**src/hw/deser_cfg_pkg.sv**
```systemverilog
/*
  Shared constants and types for the pixel deserializer lane mapper,
  equalizer and spread-spectrum configuration block.
  Assumes a 50 MHz system clock and a byte-wide local register port.
*/
package deser_cfg_pkg;

  // Clock and timing
  localparam int CLK_FREQ_MHZ    = 50;
  localparam int LOCK_GAP_NS     = 2000;
  localparam int LOCK_GAP_CYCLES = (LOCK_GAP_NS * CLK_FREQ_MHZ + 999) / 1000;
  localparam int LOCK_EDGES      = 16;

  // Lane geometry
  localparam int LANE_BITS = 7;
  localparam int LANES     = 4;
  localparam int WORD_BITS = LANE_BITS * LANES;
  localparam int LEGACY_BITS = 21;

  // Register offsets
  localparam logic [7:0] GENERAL_CONFIG_OFFSET  = 8'h00;
  localparam logic [7:0] EQ_SSC_FEATURES_OFFSET = 8'h03;

  // Field positions
  localparam int OVERRIDE_BIT = 0;
  localparam int COMPAT_LSB   = 2;
  localparam int PROFILE_LSB  = 0;
  localparam int EQ_ON_BIT    = 4;
  localparam int EQ_STEP_LSB  = 5;

  // Reset values and writable masks
  localparam logic [7:0] GENERAL_CONFIG_RESET  = 8'h00;
  localparam logic [7:0] EQ_SSC_FEATURES_RESET = 8'h00;
  localparam logic [7:0] GENERAL_CONFIG_MASK   = 8'h0D;
  localparam logic [7:0] EQ_SSC_FEATURES_MASK  = 8'hF7;

  // Equalizer step size, 1.625 dB in eighths of a dB
  localparam logic [6:0] EQ_STEP_EIGHTH_DB = 7'h0D;

  // Arbitrary neutral reset value for the captured serial bus identifier
  localparam logic [6:0] SLAVE_ID_RESET = 7'h00;

  typedef enum logic [1:0] {
    COMPAT_PLAIN,
    COMPAT_FILTERED,
    COMPAT_LEGACY_A,
    COMPAT_LEGACY_B
  } compat_e;

  typedef enum logic {
    LOCK_HUNT,
    LOCK_HELD
  } lock_state_e;

  typedef struct packed {
    compat_e    compat;
    logic       eq_on;
    logic [2:0] eq_step;
    logic [2:0] profile;
    logic       lf_range;
  } cfg_s;

  typedef struct packed {
    logic       de;
    logic       vs;
    logic       hs;
    logic [7:0] blue;
    logic [7:0] green;
    logic [7:0] red;
  } pixel_s;

endpackage : deser_cfg_pkg

```
**src/hw/deser_lane_map_eq_ssc_config.sv**
```systemverilog
/*
  Deserializer output side: samples the recovered pixel word and pixel clock,
  gains lock, maps pixels onto four seven-bit lanes, and holds the equalizer and
  spread-spectrum configuration with pin or register control.
  Assumes pixel data changes on the falling pixel clock edge and that the local
  register port is driven synchronously to clk.
*/
// Contract
// Boost field bits 7:5 picks eight gain steps, 1.625 dB to 13 dB.
// Equalization acts only while equalizer_on bit 4 is set.
// Normal range: profile codes give listed deviations at clock/2168 or clock/1300.
// Low range: profile codes give listed deviations at clock/625 or clock/385.
// Carry 24 color bits plus sync and data window at 5 to 65 MHz; the code samples the pixel clock at 50 MHz, so only below 25 MHz.
// In 18-bit use, spare color positions carry general purpose signals.
// Serial identifier is captured while power_down_n is held low.
// Lock to any active data stream without training patterns.
// Lane 3 and lane 2 carry the default low color and control bits.
// Lane 1 and lane 0 carry the default mid color bits.
// Legacy mode puts inputs 0 to 20 on bits 0 to 20 only.
// Compat select: plain, filtered controls, or two legacy modes.
// Override bit chooses registers over pins, except the identifier; the code also keeps range select on its pin.
// Range select is an input, switching only while spreading is off.
`timescale 1ns/100ps
module deser_lane_map_eq_ssc_config
  import deser_cfg_pkg::*;
(
  // Clock and reset
  input  wire logic        clk,
  input  wire logic        rst,
  // Pins from the link and straps
  input  wire logic        power_down_n,
  input  wire logic        pclk_pin,
  input  wire pixel_s      pixel_pin,
  input  wire logic [6:0]  id_strap_pin,
  input  wire cfg_s        cfg_pin,
  // Local register port
  input  wire logic [7:0]  reg_addr,
  input  wire logic [7:0]  reg_wdata,
  input  wire logic        reg_write,
  input  wire logic        reg_read,
  output logic [7:0]       reg_rdata,
  output logic             reg_rvalid,
  // Lanes
  output logic [6:0]       lane0_output,
  output logic [6:0]       lane1_output,
  output logic [6:0]       lane2_output,
  output logic [6:0]       lane3_output,
  output logic             lane_clock_output,
  output logic             link_locked,
  // Equalizer and spread state
  output logic             equalizer_on,
  output logic [2:0]       equalizer_boost_step,
  output logic [6:0]       equalizer_boost_step_eighth_db,
  output logic             spread_active,
  output logic [7:0]       spread_deviation,
  output logic [11:0]      spread_divisor,
  output logic             spread_mod_up,
  output logic [6:0]       slave_id
);

  localparam int SYNC_W = 2 + $bits(pixel_s) + 7 + $bits(cfg_s);

  // Pin synchronizer, stage a is read only by stage b
  logic [SYNC_W-1:0] sync_a_reg, sync_b_reg;
  logic              pd_n_s, pclk_s, pclk_prev_reg;
  pixel_s            pixel_s_w;
  logic [6:0]        strap_s;
  cfg_s              cfg_s_w;

  always_ff @(posedge clk or posedge rst) begin
    if (rst) begin
      sync_a_reg    <= '0;
      sync_b_reg    <= '0;
      pclk_prev_reg <= 1'b0;
    end else begin
      sync_a_reg    <= {power_down_n, pclk_pin, pixel_pin, id_strap_pin, cfg_pin};
      sync_b_reg    <= sync_a_reg;
      pclk_prev_reg <= pclk_s;
    end
  end

  assign {pd_n_s, pclk_s, pixel_s_w, strap_s, cfg_s_w} = sync_b_reg;

  logic pclk_rise;
  assign pclk_rise = pclk_s & ~pclk_prev_reg;

  // Register file
  logic [7:0] general_reg, general_next;
  logic [7:0] features_reg, features_next;
  logic [7:0] rdata_reg, rdata_next;
  logic       rvalid_reg, rvalid_next;
  logic [6:0] id_reg, id_next;

  always_comb begin
    general_next  = general_reg;
    features_next = features_reg;
    if (reg_write && reg_addr == GENERAL_CONFIG_OFFSET) begin
      general_next = reg_wdata & GENERAL_CONFIG_MASK;
    end
    if (reg_write && reg_addr == EQ_SSC_FEATURES_OFFSET) begin
      features_next = reg_wdata & EQ_SSC_FEATURES_MASK;
    end
    rvalid_next = reg_read;
    rdata_next  = 8'h00;
    if (reg_read && reg_addr == GENERAL_CONFIG_OFFSET) begin
      rdata_next = general_reg;
    end else if (reg_read && reg_addr == EQ_SSC_FEATURES_OFFSET) begin
      rdata_next = features_reg;
    end
    // Identifier follows the straps only while held in power down
    id_next = pd_n_s ? id_reg : strap_s;
  end

  always_ff @(posedge clk or posedge rst) begin
    if (rst) begin
      general_reg  <= GENERAL_CONFIG_RESET;
      features_reg <= EQ_SSC_FEATURES_RESET;
      rdata_reg    <= 8'h00;
      rvalid_reg   <= 1'b0;
      id_reg       <= SLAVE_ID_RESET;
    end else begin
      general_reg  <= general_next;
      features_reg <= features_next;
      rdata_reg    <= rdata_next;
      rvalid_reg   <= rvalid_next;
      id_reg       <= id_next;
    end
  end

  // Effective configuration; range select always comes from its pin
  cfg_s cfg_eff;
  always_comb begin
    cfg_eff = cfg_s_w;
    if (general_reg[OVERRIDE_BIT]) begin
      cfg_eff.compat  = compat_e'(general_reg[COMPAT_LSB +: 2]);
      cfg_eff.eq_on   = features_reg[EQ_ON_BIT];
      cfg_eff.eq_step = features_reg[EQ_STEP_LSB +: 3];
      cfg_eff.profile = features_reg[PROFILE_LSB +: 3];
    end
  end

  // Lock tracking: any steady stream of pixel edges locks, no pattern needed
  lock_state_e lock_reg, lock_next;
  logic [7:0]  gap_reg, gap_next;
  logic [4:0]  edges_reg, edges_next;

  always_comb begin
    lock_next  = lock_reg;
    edges_next = edges_reg;
    gap_next   = pclk_rise ? 8'h00 : ((gap_reg == 8'hFF) ? gap_reg : gap_reg + 8'h01);
    case (lock_reg)
      LOCK_HUNT: begin
        if (pclk_rise) begin
          if (edges_reg == 5'(LOCK_EDGES - 1)) begin
            lock_next  = LOCK_HELD;
            edges_next = 5'h00;
          end else begin
            edges_next = edges_reg + 5'h01;
          end
        end
        if (gap_reg >= 8'(LOCK_GAP_CYCLES)) begin
          edges_next = 5'h00;
        end
      end
      LOCK_HELD: begin
        if (gap_reg >= 8'(LOCK_GAP_CYCLES)) begin
          lock_next = LOCK_HUNT;
        end
      end
      default: lock_next = LOCK_HUNT;
    endcase
    if (!pd_n_s) begin
      lock_next  = LOCK_HUNT;
      edges_next = 5'h00;
    end
  end

  always_ff @(posedge clk or posedge rst) begin
    if (rst) begin
      lock_reg  <= LOCK_HUNT;
      gap_reg   <= 8'h00;
      edges_reg <= 5'h00;
    end else begin
      lock_reg  <= lock_next;
      gap_reg   <= gap_next;
      edges_reg <= edges_next;
    end
  end

  // Pixel mapping onto the lanes
  logic [WORD_BITS-1:0] lanes_reg, lanes_next;
  logic                 strobe_reg, strobe_next;
  logic [2:0]           ctrl_prev_reg, ctrl_prev_next;
  logic [2:0]           ctrl_kept_reg, ctrl_kept_next;
  logic [23:0]          din;
  logic [2:0]           ctrl_raw, ctrl_use;
  logic                 pixel_tick;

  assign pixel_tick = pclk_rise & (lock_reg == LOCK_HELD);
  assign din        = {pixel_s_w.blue, pixel_s_w.green, pixel_s_w.red};
  assign ctrl_raw   = {pixel_s_w.de, pixel_s_w.vs, pixel_s_w.hs};

  always_comb begin
    ctrl_prev_next = ctrl_prev_reg;
    ctrl_kept_next = ctrl_kept_reg;
    lanes_next     = lanes_reg;
    strobe_next    = pixel_tick;
    ctrl_use       = ctrl_raw;
    if (cfg_eff.compat == COMPAT_FILTERED && ctrl_raw != ctrl_prev_reg) begin
      // A control change must repeat on two pixels, trading one pixel of delay for glitch immunity
      ctrl_use = ctrl_kept_reg;
    end
    if (pixel_tick) begin
      ctrl_prev_next = ctrl_raw;
      ctrl_kept_next = ctrl_use;
      case (cfg_eff.compat)
        COMPAT_LEGACY_A, COMPAT_LEGACY_B: begin
          lanes_next = {7'h00, din[LEGACY_BITS-1:0]};
        end
        default: begin
          // Spare low color bits pass untouched, so they can serve as general purpose signals
          lanes_next = {1'b0,
                        pixel_s_w.blue[1:0], pixel_s_w.green[1:0], pixel_s_w.red[1:0],
                        ctrl_use, pixel_s_w.blue[7:4],
                        pixel_s_w.blue[3:2], pixel_s_w.green[7:3],
                        pixel_s_w.green[2], pixel_s_w.red[7:2]};                        // see see
        end
      endcase
    end
    if (lock_reg != LOCK_HELD) begin
      lanes_next = '0;
    end
  end

  always_ff @(posedge clk or posedge rst) begin
    if (rst) begin
      lanes_reg     <= '0;
      strobe_reg    <= 1'b0;
      ctrl_prev_reg <= 3'h0;
      ctrl_kept_reg <= 3'h0;
    end else begin
      lanes_reg     <= lanes_next;
      strobe_reg    <= strobe_next;
      ctrl_prev_reg <= ctrl_prev_next;
      ctrl_kept_reg <= ctrl_kept_next;
    end
  end

  // Equalizer controls
  logic       eq_on_reg, eq_on_next;
  logic [2:0] eq_step_reg, eq_step_next;
  logic [6:0] equalizer_boost_step_reg, equalizer_boost_step_next;

  always_comb begin
    eq_on_next   = cfg_eff.eq_on;
    eq_step_next = cfg_eff.eq_step;
    equalizer_boost_step_next = 7'h00;
    if (cfg_eff.eq_on) begin
      equalizer_boost_step_next = 7'(EQ_STEP_EIGHTH_DB * ({4'h0, cfg_eff.eq_step} + 7'h01));
    end
  end

  always_ff @(posedge clk or posedge rst) begin
    if (rst) begin
      eq_on_reg   <= 1'b0;
      eq_step_reg <= 3'h0;
      equalizer_boost_step_reg <= 7'h00;
    end else begin
      eq_on_reg   <= eq_on_next;
      eq_step_reg <= eq_step_next;
      equalizer_boost_step_reg <= equalizer_boost_step_next;
    end
  end

  spread_clock_generator spread_gen (
    .clk           (clk),
    .rst           (rst),
    .pixel_tick    (pixel_tick),
    .profile       (cfg_eff.profile),
    .lf_range_req  (cfg_eff.lf_range),
    .spread_active (spread_active),
    .deviation     (spread_deviation),
    .divisor       (spread_divisor),
    .mod_up        (spread_mod_up)
  );

  assign reg_rdata            = rdata_reg;
  assign reg_rvalid           = rvalid_reg;
  assign lane0_output         = lanes_reg[6:0];
  assign lane1_output         = lanes_reg[13:7];
  assign lane2_output         = lanes_reg[20:14];
  assign lane3_output         = lanes_reg[27:21];
  assign lane_clock_output    = strobe_reg;
  assign link_locked          = (lock_reg == LOCK_HELD);
  assign equalizer_on         = eq_on_reg;
  assign equalizer_boost_step = eq_step_reg;
  assign equalizer_boost_step_eighth_db    = equalizer_boost_step_reg;
  assign slave_id             = id_reg;

endmodule : deser_lane_map_eq_ssc_config

```
**src/hw/spread_clock_generator.sv**
```systemverilog
/*
  Spread-spectrum profile selector and triangle modulation phase counter.
  Assumes pixel_tick is a one-cycle pulse per recovered pixel in the clk domain.
*/
`timescale 1ns/100ps
module spread_clock_generator
  import deser_cfg_pkg::*;
(
  // Clock and reset
  input  wire logic        clk,
  input  wire logic        rst,
  // Control
  input  wire logic        pixel_tick,
  input  wire logic [2:0]  profile,
  input  wire logic        lf_range_req,
  // Profile state
  output logic             spread_active,
  output logic [7:0]       deviation,
  output logic [11:0]      divisor,
  output logic             mod_up
);

  logic        lf_reg,     lf_next;
  logic [10:0] phase_reg,  phase_next;
  logic        up_reg,     up_next;
  logic        active_next;
  logic [7:0]  dev_next;
  logic [11:0] div_next;
  logic        active_reg;
  logic [7:0]  dev_reg;
  logic [11:0] div_reg;

  always_comb begin
    // Range changes only with spreading off, so a live profile never jumps tables
    lf_next = (profile == 3'h0) ? lf_range_req : lf_reg;
    active_next = (profile != 3'h0);
    dev_next = 8'h00;
    div_next = 12'h000;
    case ({lf_reg, profile})
      4'h1: begin dev_next = 8'h5A; div_next = 12'h878; end
      4'h2: begin dev_next = 8'h78; div_next = 12'h878; end
      4'h3: begin dev_next = 8'hBE; div_next = 12'h878; end
      4'h4: begin dev_next = 8'hE6; div_next = 12'h878; end
      4'h5: begin dev_next = 8'h46; div_next = 12'h514; end
      4'h6: begin dev_next = 8'h82; div_next = 12'h514; end
      4'h7: begin dev_next = 8'h9D; div_next = 12'h514; end
      4'h9: begin dev_next = 8'h46; div_next = 12'h271; end
      4'hA: begin dev_next = 8'h82; div_next = 12'h271; end
      4'hB: begin dev_next = 8'hB4; div_next = 12'h271; end
      4'hC: begin dev_next = 8'hDC; div_next = 12'h271; end
      4'hD: begin dev_next = 8'h46; div_next = 12'h271; end
      4'hE: begin dev_next = 8'h78; div_next = 12'h181; end
      4'hF: begin dev_next = 8'hAA; div_next = 12'h181; end
      default: begin dev_next = 8'h00; div_next = 12'h000; end
    endcase
    phase_next = phase_reg;
    up_next = up_reg;
    if (!active_next) begin
      phase_next = 11'h000;
      up_next = 1'b1;
    end else if (pixel_tick) begin
      // Half the modulation period per slope gives a triangle at pixel/divisor
      if (phase_reg >= div_next[11:1] - 11'h001) begin
        phase_next = 11'h000;
        up_next = ~up_reg;
      end else begin
        phase_next = phase_reg + 11'h001;
      end
    end
  end

  always_ff @(posedge clk or posedge rst) begin
    if (rst) begin
      lf_reg     <= 1'b0;
      phase_reg  <= 11'h000;
      up_reg     <= 1'b1;
      active_reg <= 1'b0;
      dev_reg    <= 8'h00;
      div_reg    <= 12'h000;
    end else begin
      lf_reg     <= lf_next;
      phase_reg  <= phase_next;
      up_reg     <= up_next;
      active_reg <= active_next;
      dev_reg    <= dev_next;
      div_reg    <= div_next;
    end
  end

  assign spread_active = active_reg;
  assign deviation     = dev_reg;
  assign divisor       = div_reg;
  assign mod_up        = up_reg;

endmodule : spread_clock_generator

```
**config.mk**
```make
export PLATFORM = sky130hd
export DESIGN_NAME = deser_lane_map_eq_ssc_config
export DESIGN_NICKNAME = d
export VERILOG_FILES = /design/src/hw/deser_cfg_pkg.sv /design/src/hw/deser_lane_map_eq_ssc_config.sv /design/src/hw/spread_clock_generator.sv
export SDC_FILE = /design/constraint.sdc
export NUM_CORES = 1
export LEC_CHECK = 0
export ABC_AREA = 1
export BUFFER_PORTS_ARGS = -buffer_cell sky130_fd_sc_hd__buf_2
export CORE_MARGIN = 2
export CORE_UTILIZATION = 60
export CTS_BUF_LIST = sky130_fd_sc_hd__clkbuf_8
export CTS_CLUSTER_SIZE = 12
export DETAILED_ROUTE_END_ITERATION = 16
export PLACE_DENSITY = 0.95
export SETUP_SLACK_MARGIN = 0.02
export SLEW_MARGIN = 15
export SYNTH_ARGS = -nofsm -noshare
export SYNTH_HDL_FRONTEND = slang
export SYNTH_SLANG_ARGS = --single-unit
```
**constraint.sdc**
```tcl
create_clock -name clk -period 21.6 [get_ports clk]
set_clock_uncertainty 0.2 [all_clocks]
set_input_delay 3.24 -clock clk [delete_from_list [all_inputs] [get_ports clk]]
set_output_delay 3.24 -clock clk [all_outputs]
set_load 0.005 [all_outputs]
```
==> results.yml <==
route:
  vias_per_cell: 5.10
  firstDrtPassIters: 5
  drc_errors: 0
  num_vias: 5915
  wl_mm: 16.6
  wl_per_cell_um: 14.3
  drtIter0Drc: 440
  ant_nets: 0
power_and_ir_drop:
  p_leak_uw: 0.00515
  vdd_drop_max_uv: 54.3
  p_per_area_mw_per_mm2: 87.8
  finalPower_uw: 836
synth:
  yosys.area.top_type: "dfrtp_1"
  syn_area_per_cell_sq_um: 10.1
  synth_top_cell_area_share_pct: 63.7
  synth-seq-cells: 208
  synth_most_common_cell: "nand2_1"
  synth.area.top_cells: "dfrtp_1 64%, nand2_1 9.8%, ha_1 4.2%"
  netlist_instances: 803
  syn_area_sq_mm: 0.00813
  synthArstFlopShare_pct: 100
  synth-main-ff-cell: "dfrtp_1"
  ys_top_cells_by_count: "213 x nand2_1, 207 x dfrtp_1, 83 x inv_1, 72 x nor2_1, 37 x o21ai_0"
  synth-edff-count: 0
  yosysWarnings: 0
  synthDistinctLibCells: 39
  ys_seq_area_share_pct: 64.0
sta:
  maxSlewViolCount: 0
  clock.fmax_mhz: 216
  setup_violations: 0
  final.min_clock_period_ns: 4.63
  finalHoldViolCount: 0
  slew_headroom_pct: 28.7
  rsz0062_at_grt: "no"
  worstMarginPinSlew_ns: 1.07
  period_share_pct: 21.5
  fin_tns_setup_ns: 0
placed_design:
  gp_congestion: 0.874
  dpl.hpwl_mm: 11.4
  dpl_cell_area_sq_mm: 0.00895
  io_buffers: 142
setup_path:
  worstSetupPathType: "register to primary output"
  critical-path-top-delay-family: "flip-flops"
  critPathLaunchType: "register"
  slowest_stage: "dfstp_2"
  cp_slowest_stage_delay_ns: 0.55
  worstSetupEndpointType: "primary output"
  crit_chain: "buf_2"
  worstPathArrival_ns: 1.19
  critPathBufInv: 1
  crit_required_ns: 18.16
  crit_fanout: 3
clock_tree:
  cts_tree: "yes"
  clk_path_buf_depth: 3
  htreeDepth: 1
  cts.clk_slew.worst_paths_ns: 0.06
  cts_setup_buffers: 0
  numCtsBuffers: 30
  clkLatencyLatePin_ns: 0.55
  ctsResizeCount: 0
  cts.sinks: 208
  root_buffer: "clkbuf_8"
  cts_hold_buf: 0
die:
  coreArea_sq_mm: 0.0132
  die_area_sq_mm: 0.0145
  dieHeight_um: 120
  ios: 145
  die_w_um: 120
  start_util_pct: 61.4
  rows: 42
status:
  status: "complete, no violations"
cells_and_area:
  syn_to_final_growth_pct: 17.1
  fill_cells: 958
  multiInputGateArea_sq_mm: 0.00247
  drive_above_1_share_pct: 21.5
  fin_area_sq_mm: 0.00952
  register_area_sq_mm: 0.00521
  nets: 1053
global_route:
  grt_max_degree: 133
  grt_pass1_wl_mm: 27.6
  antenna_found_initial: 3
  grt_util_all_layers_pct: 23.9
  overflow: 0
  grt_pass1_vias: 5866
min_path:
  min_path_type: "register to register"
run:
  drv_cap: 0
[metal layers]
layer | global-route usage [%] | wire length [um] | vias up
li1 | - | - | 2860
met1 | 32.1 | 7050 | 2815
met2 | 39.9 | 8150 | 206
met3 | 4.72 | 1030 | 32
met4 | 7.34 | 374 | 2
met5 | 0 | 13 | -
[worst register-to-register path, delay by kind of cell, from the launching register on]
family                     cells  cell delay, ns
DFF                            1            0.62
AOI/OAI and AO/OA              3            0.52
and+or+nand+nor                9            1.16
buffers and inverters          5            0.46
adders and majority gates      3            0.69
[cells in the final DEF, fill, tap and decap left out, types with 2 or more instances in the layout]
| cell | n |
|---|---|
| o31ai_1 | 3 |
| buf_2 | 142 |
| nand2_2 | 6 |
| nand3_1 | 36 |
| o21ai_1 | 8 |
| xnor2_1 | 6 |
| a21oi_1 | 21 |
| inv_1 | 95 |
| diode_2 | 3 |
| or2_2 | 2 |
| o21ai_0 | 37 |
| a22o_1 | 6 |
| ha_1 | 27 |
| nand3_2 | 2 |
| nor2_1 | 72 |
| nor2_2 | 4 |
| nand2_1 | 213 |
| nor2_4 | 2 |
| inv_2 | 4 |
| xor2_1 | 3 |
| clkbuf_8 | 36 |
| nand2_4 | 3 |
| o21ai_2 | 2 |
| clkinv_2 | 4 |
| nand4_1 | 12 |
| o22ai_1 | 7 |
| nor3_1 | 4 |
| a31oi_1 | 4 |
| dfrtp_1 | 207 |
| conb_1 | 2 |
[final cells by class]
| class | count | area share, % |
|---|---|---|
| repair buffers | 143 | 7.54 |
| multi-input cells | 488 | 25.9 |
| clock inverters | 17 | 0.723 |
| inverters | 88 | 3.55 |
| flip-flops and latches | 208 | 54.7 |
| diodes | 3 | 0.0788 |
| clock buffers | 36 | 5.20 |
| well taps | 176 | 2.31 |
[cells by family after synthesis]
family	Yosys count	synth area share, %
adders and majority gates	28	4.40
and+or+nand+nor	360	18.8
DFF	208	64.0
xor gates and xnor gates	9	0.970
AOI/OAI and AO/OA	89	6.14
buffers and inverters	108	5.65
other	1	0.0461
[where the power goes]
group          leakage, uW  internal, uW  switching (uW)
Clock             0.000344           150             136
Combinational      0.00222          43.0            69.0
Sequential         0.00259           419            18.9
Total              0.00515           612             224
[metrics by stage]
step / instances / utilization, % / worst slack (ns) / hold slack (ns)
3_3_place_gp: 1103 / 67.6 / 16.47 / 0.132
6_report: 1159 / 71.9 / 16.97 / 0.133
3_5_place_dp: 1103 / 67.6 / 16.43 / 0.135
4_1_cts: 1156 / 71.9 / 16.93 / 0.139
2_1_floorplan: 804 / - / 12.48 / 0.131
5_1_grt: 1157 / 71.9 / 16.75 / 0.145
[final timing paths]
check | start | endpoint | slack, ns | cells past startpoint
worst min register to register | sync_a_reg[10]$_DFF_PP0_ | sync_b_reg[10]$_DFF_PP0_ | 0.13 | 0
worst max-delay path | spread_gen.mod_up$_DFFE_PP1P_ | spread_mod_up | 16.97 | 1
max in group asynchronous | rst | link_locked$_DFF_PP0_ | 17.10 | 3
worst min-delay path | sync_a_reg[10]$_DFF_PP0_ | sync_b_reg[10]$_DFF_PP0_ | 0.13 | 0
min in group asynchronous | rst | gap_reg[6]$_DFFE_PP0P_ | 2.69 | 2
worst max register to register | general_reg[0]$_DFFE_PP0P_ | spread_gen.phase_reg[5]$_DFFE_PP0P_ | 17.89 | 20
Note: power is estimated with default switching activity, not from simulation.
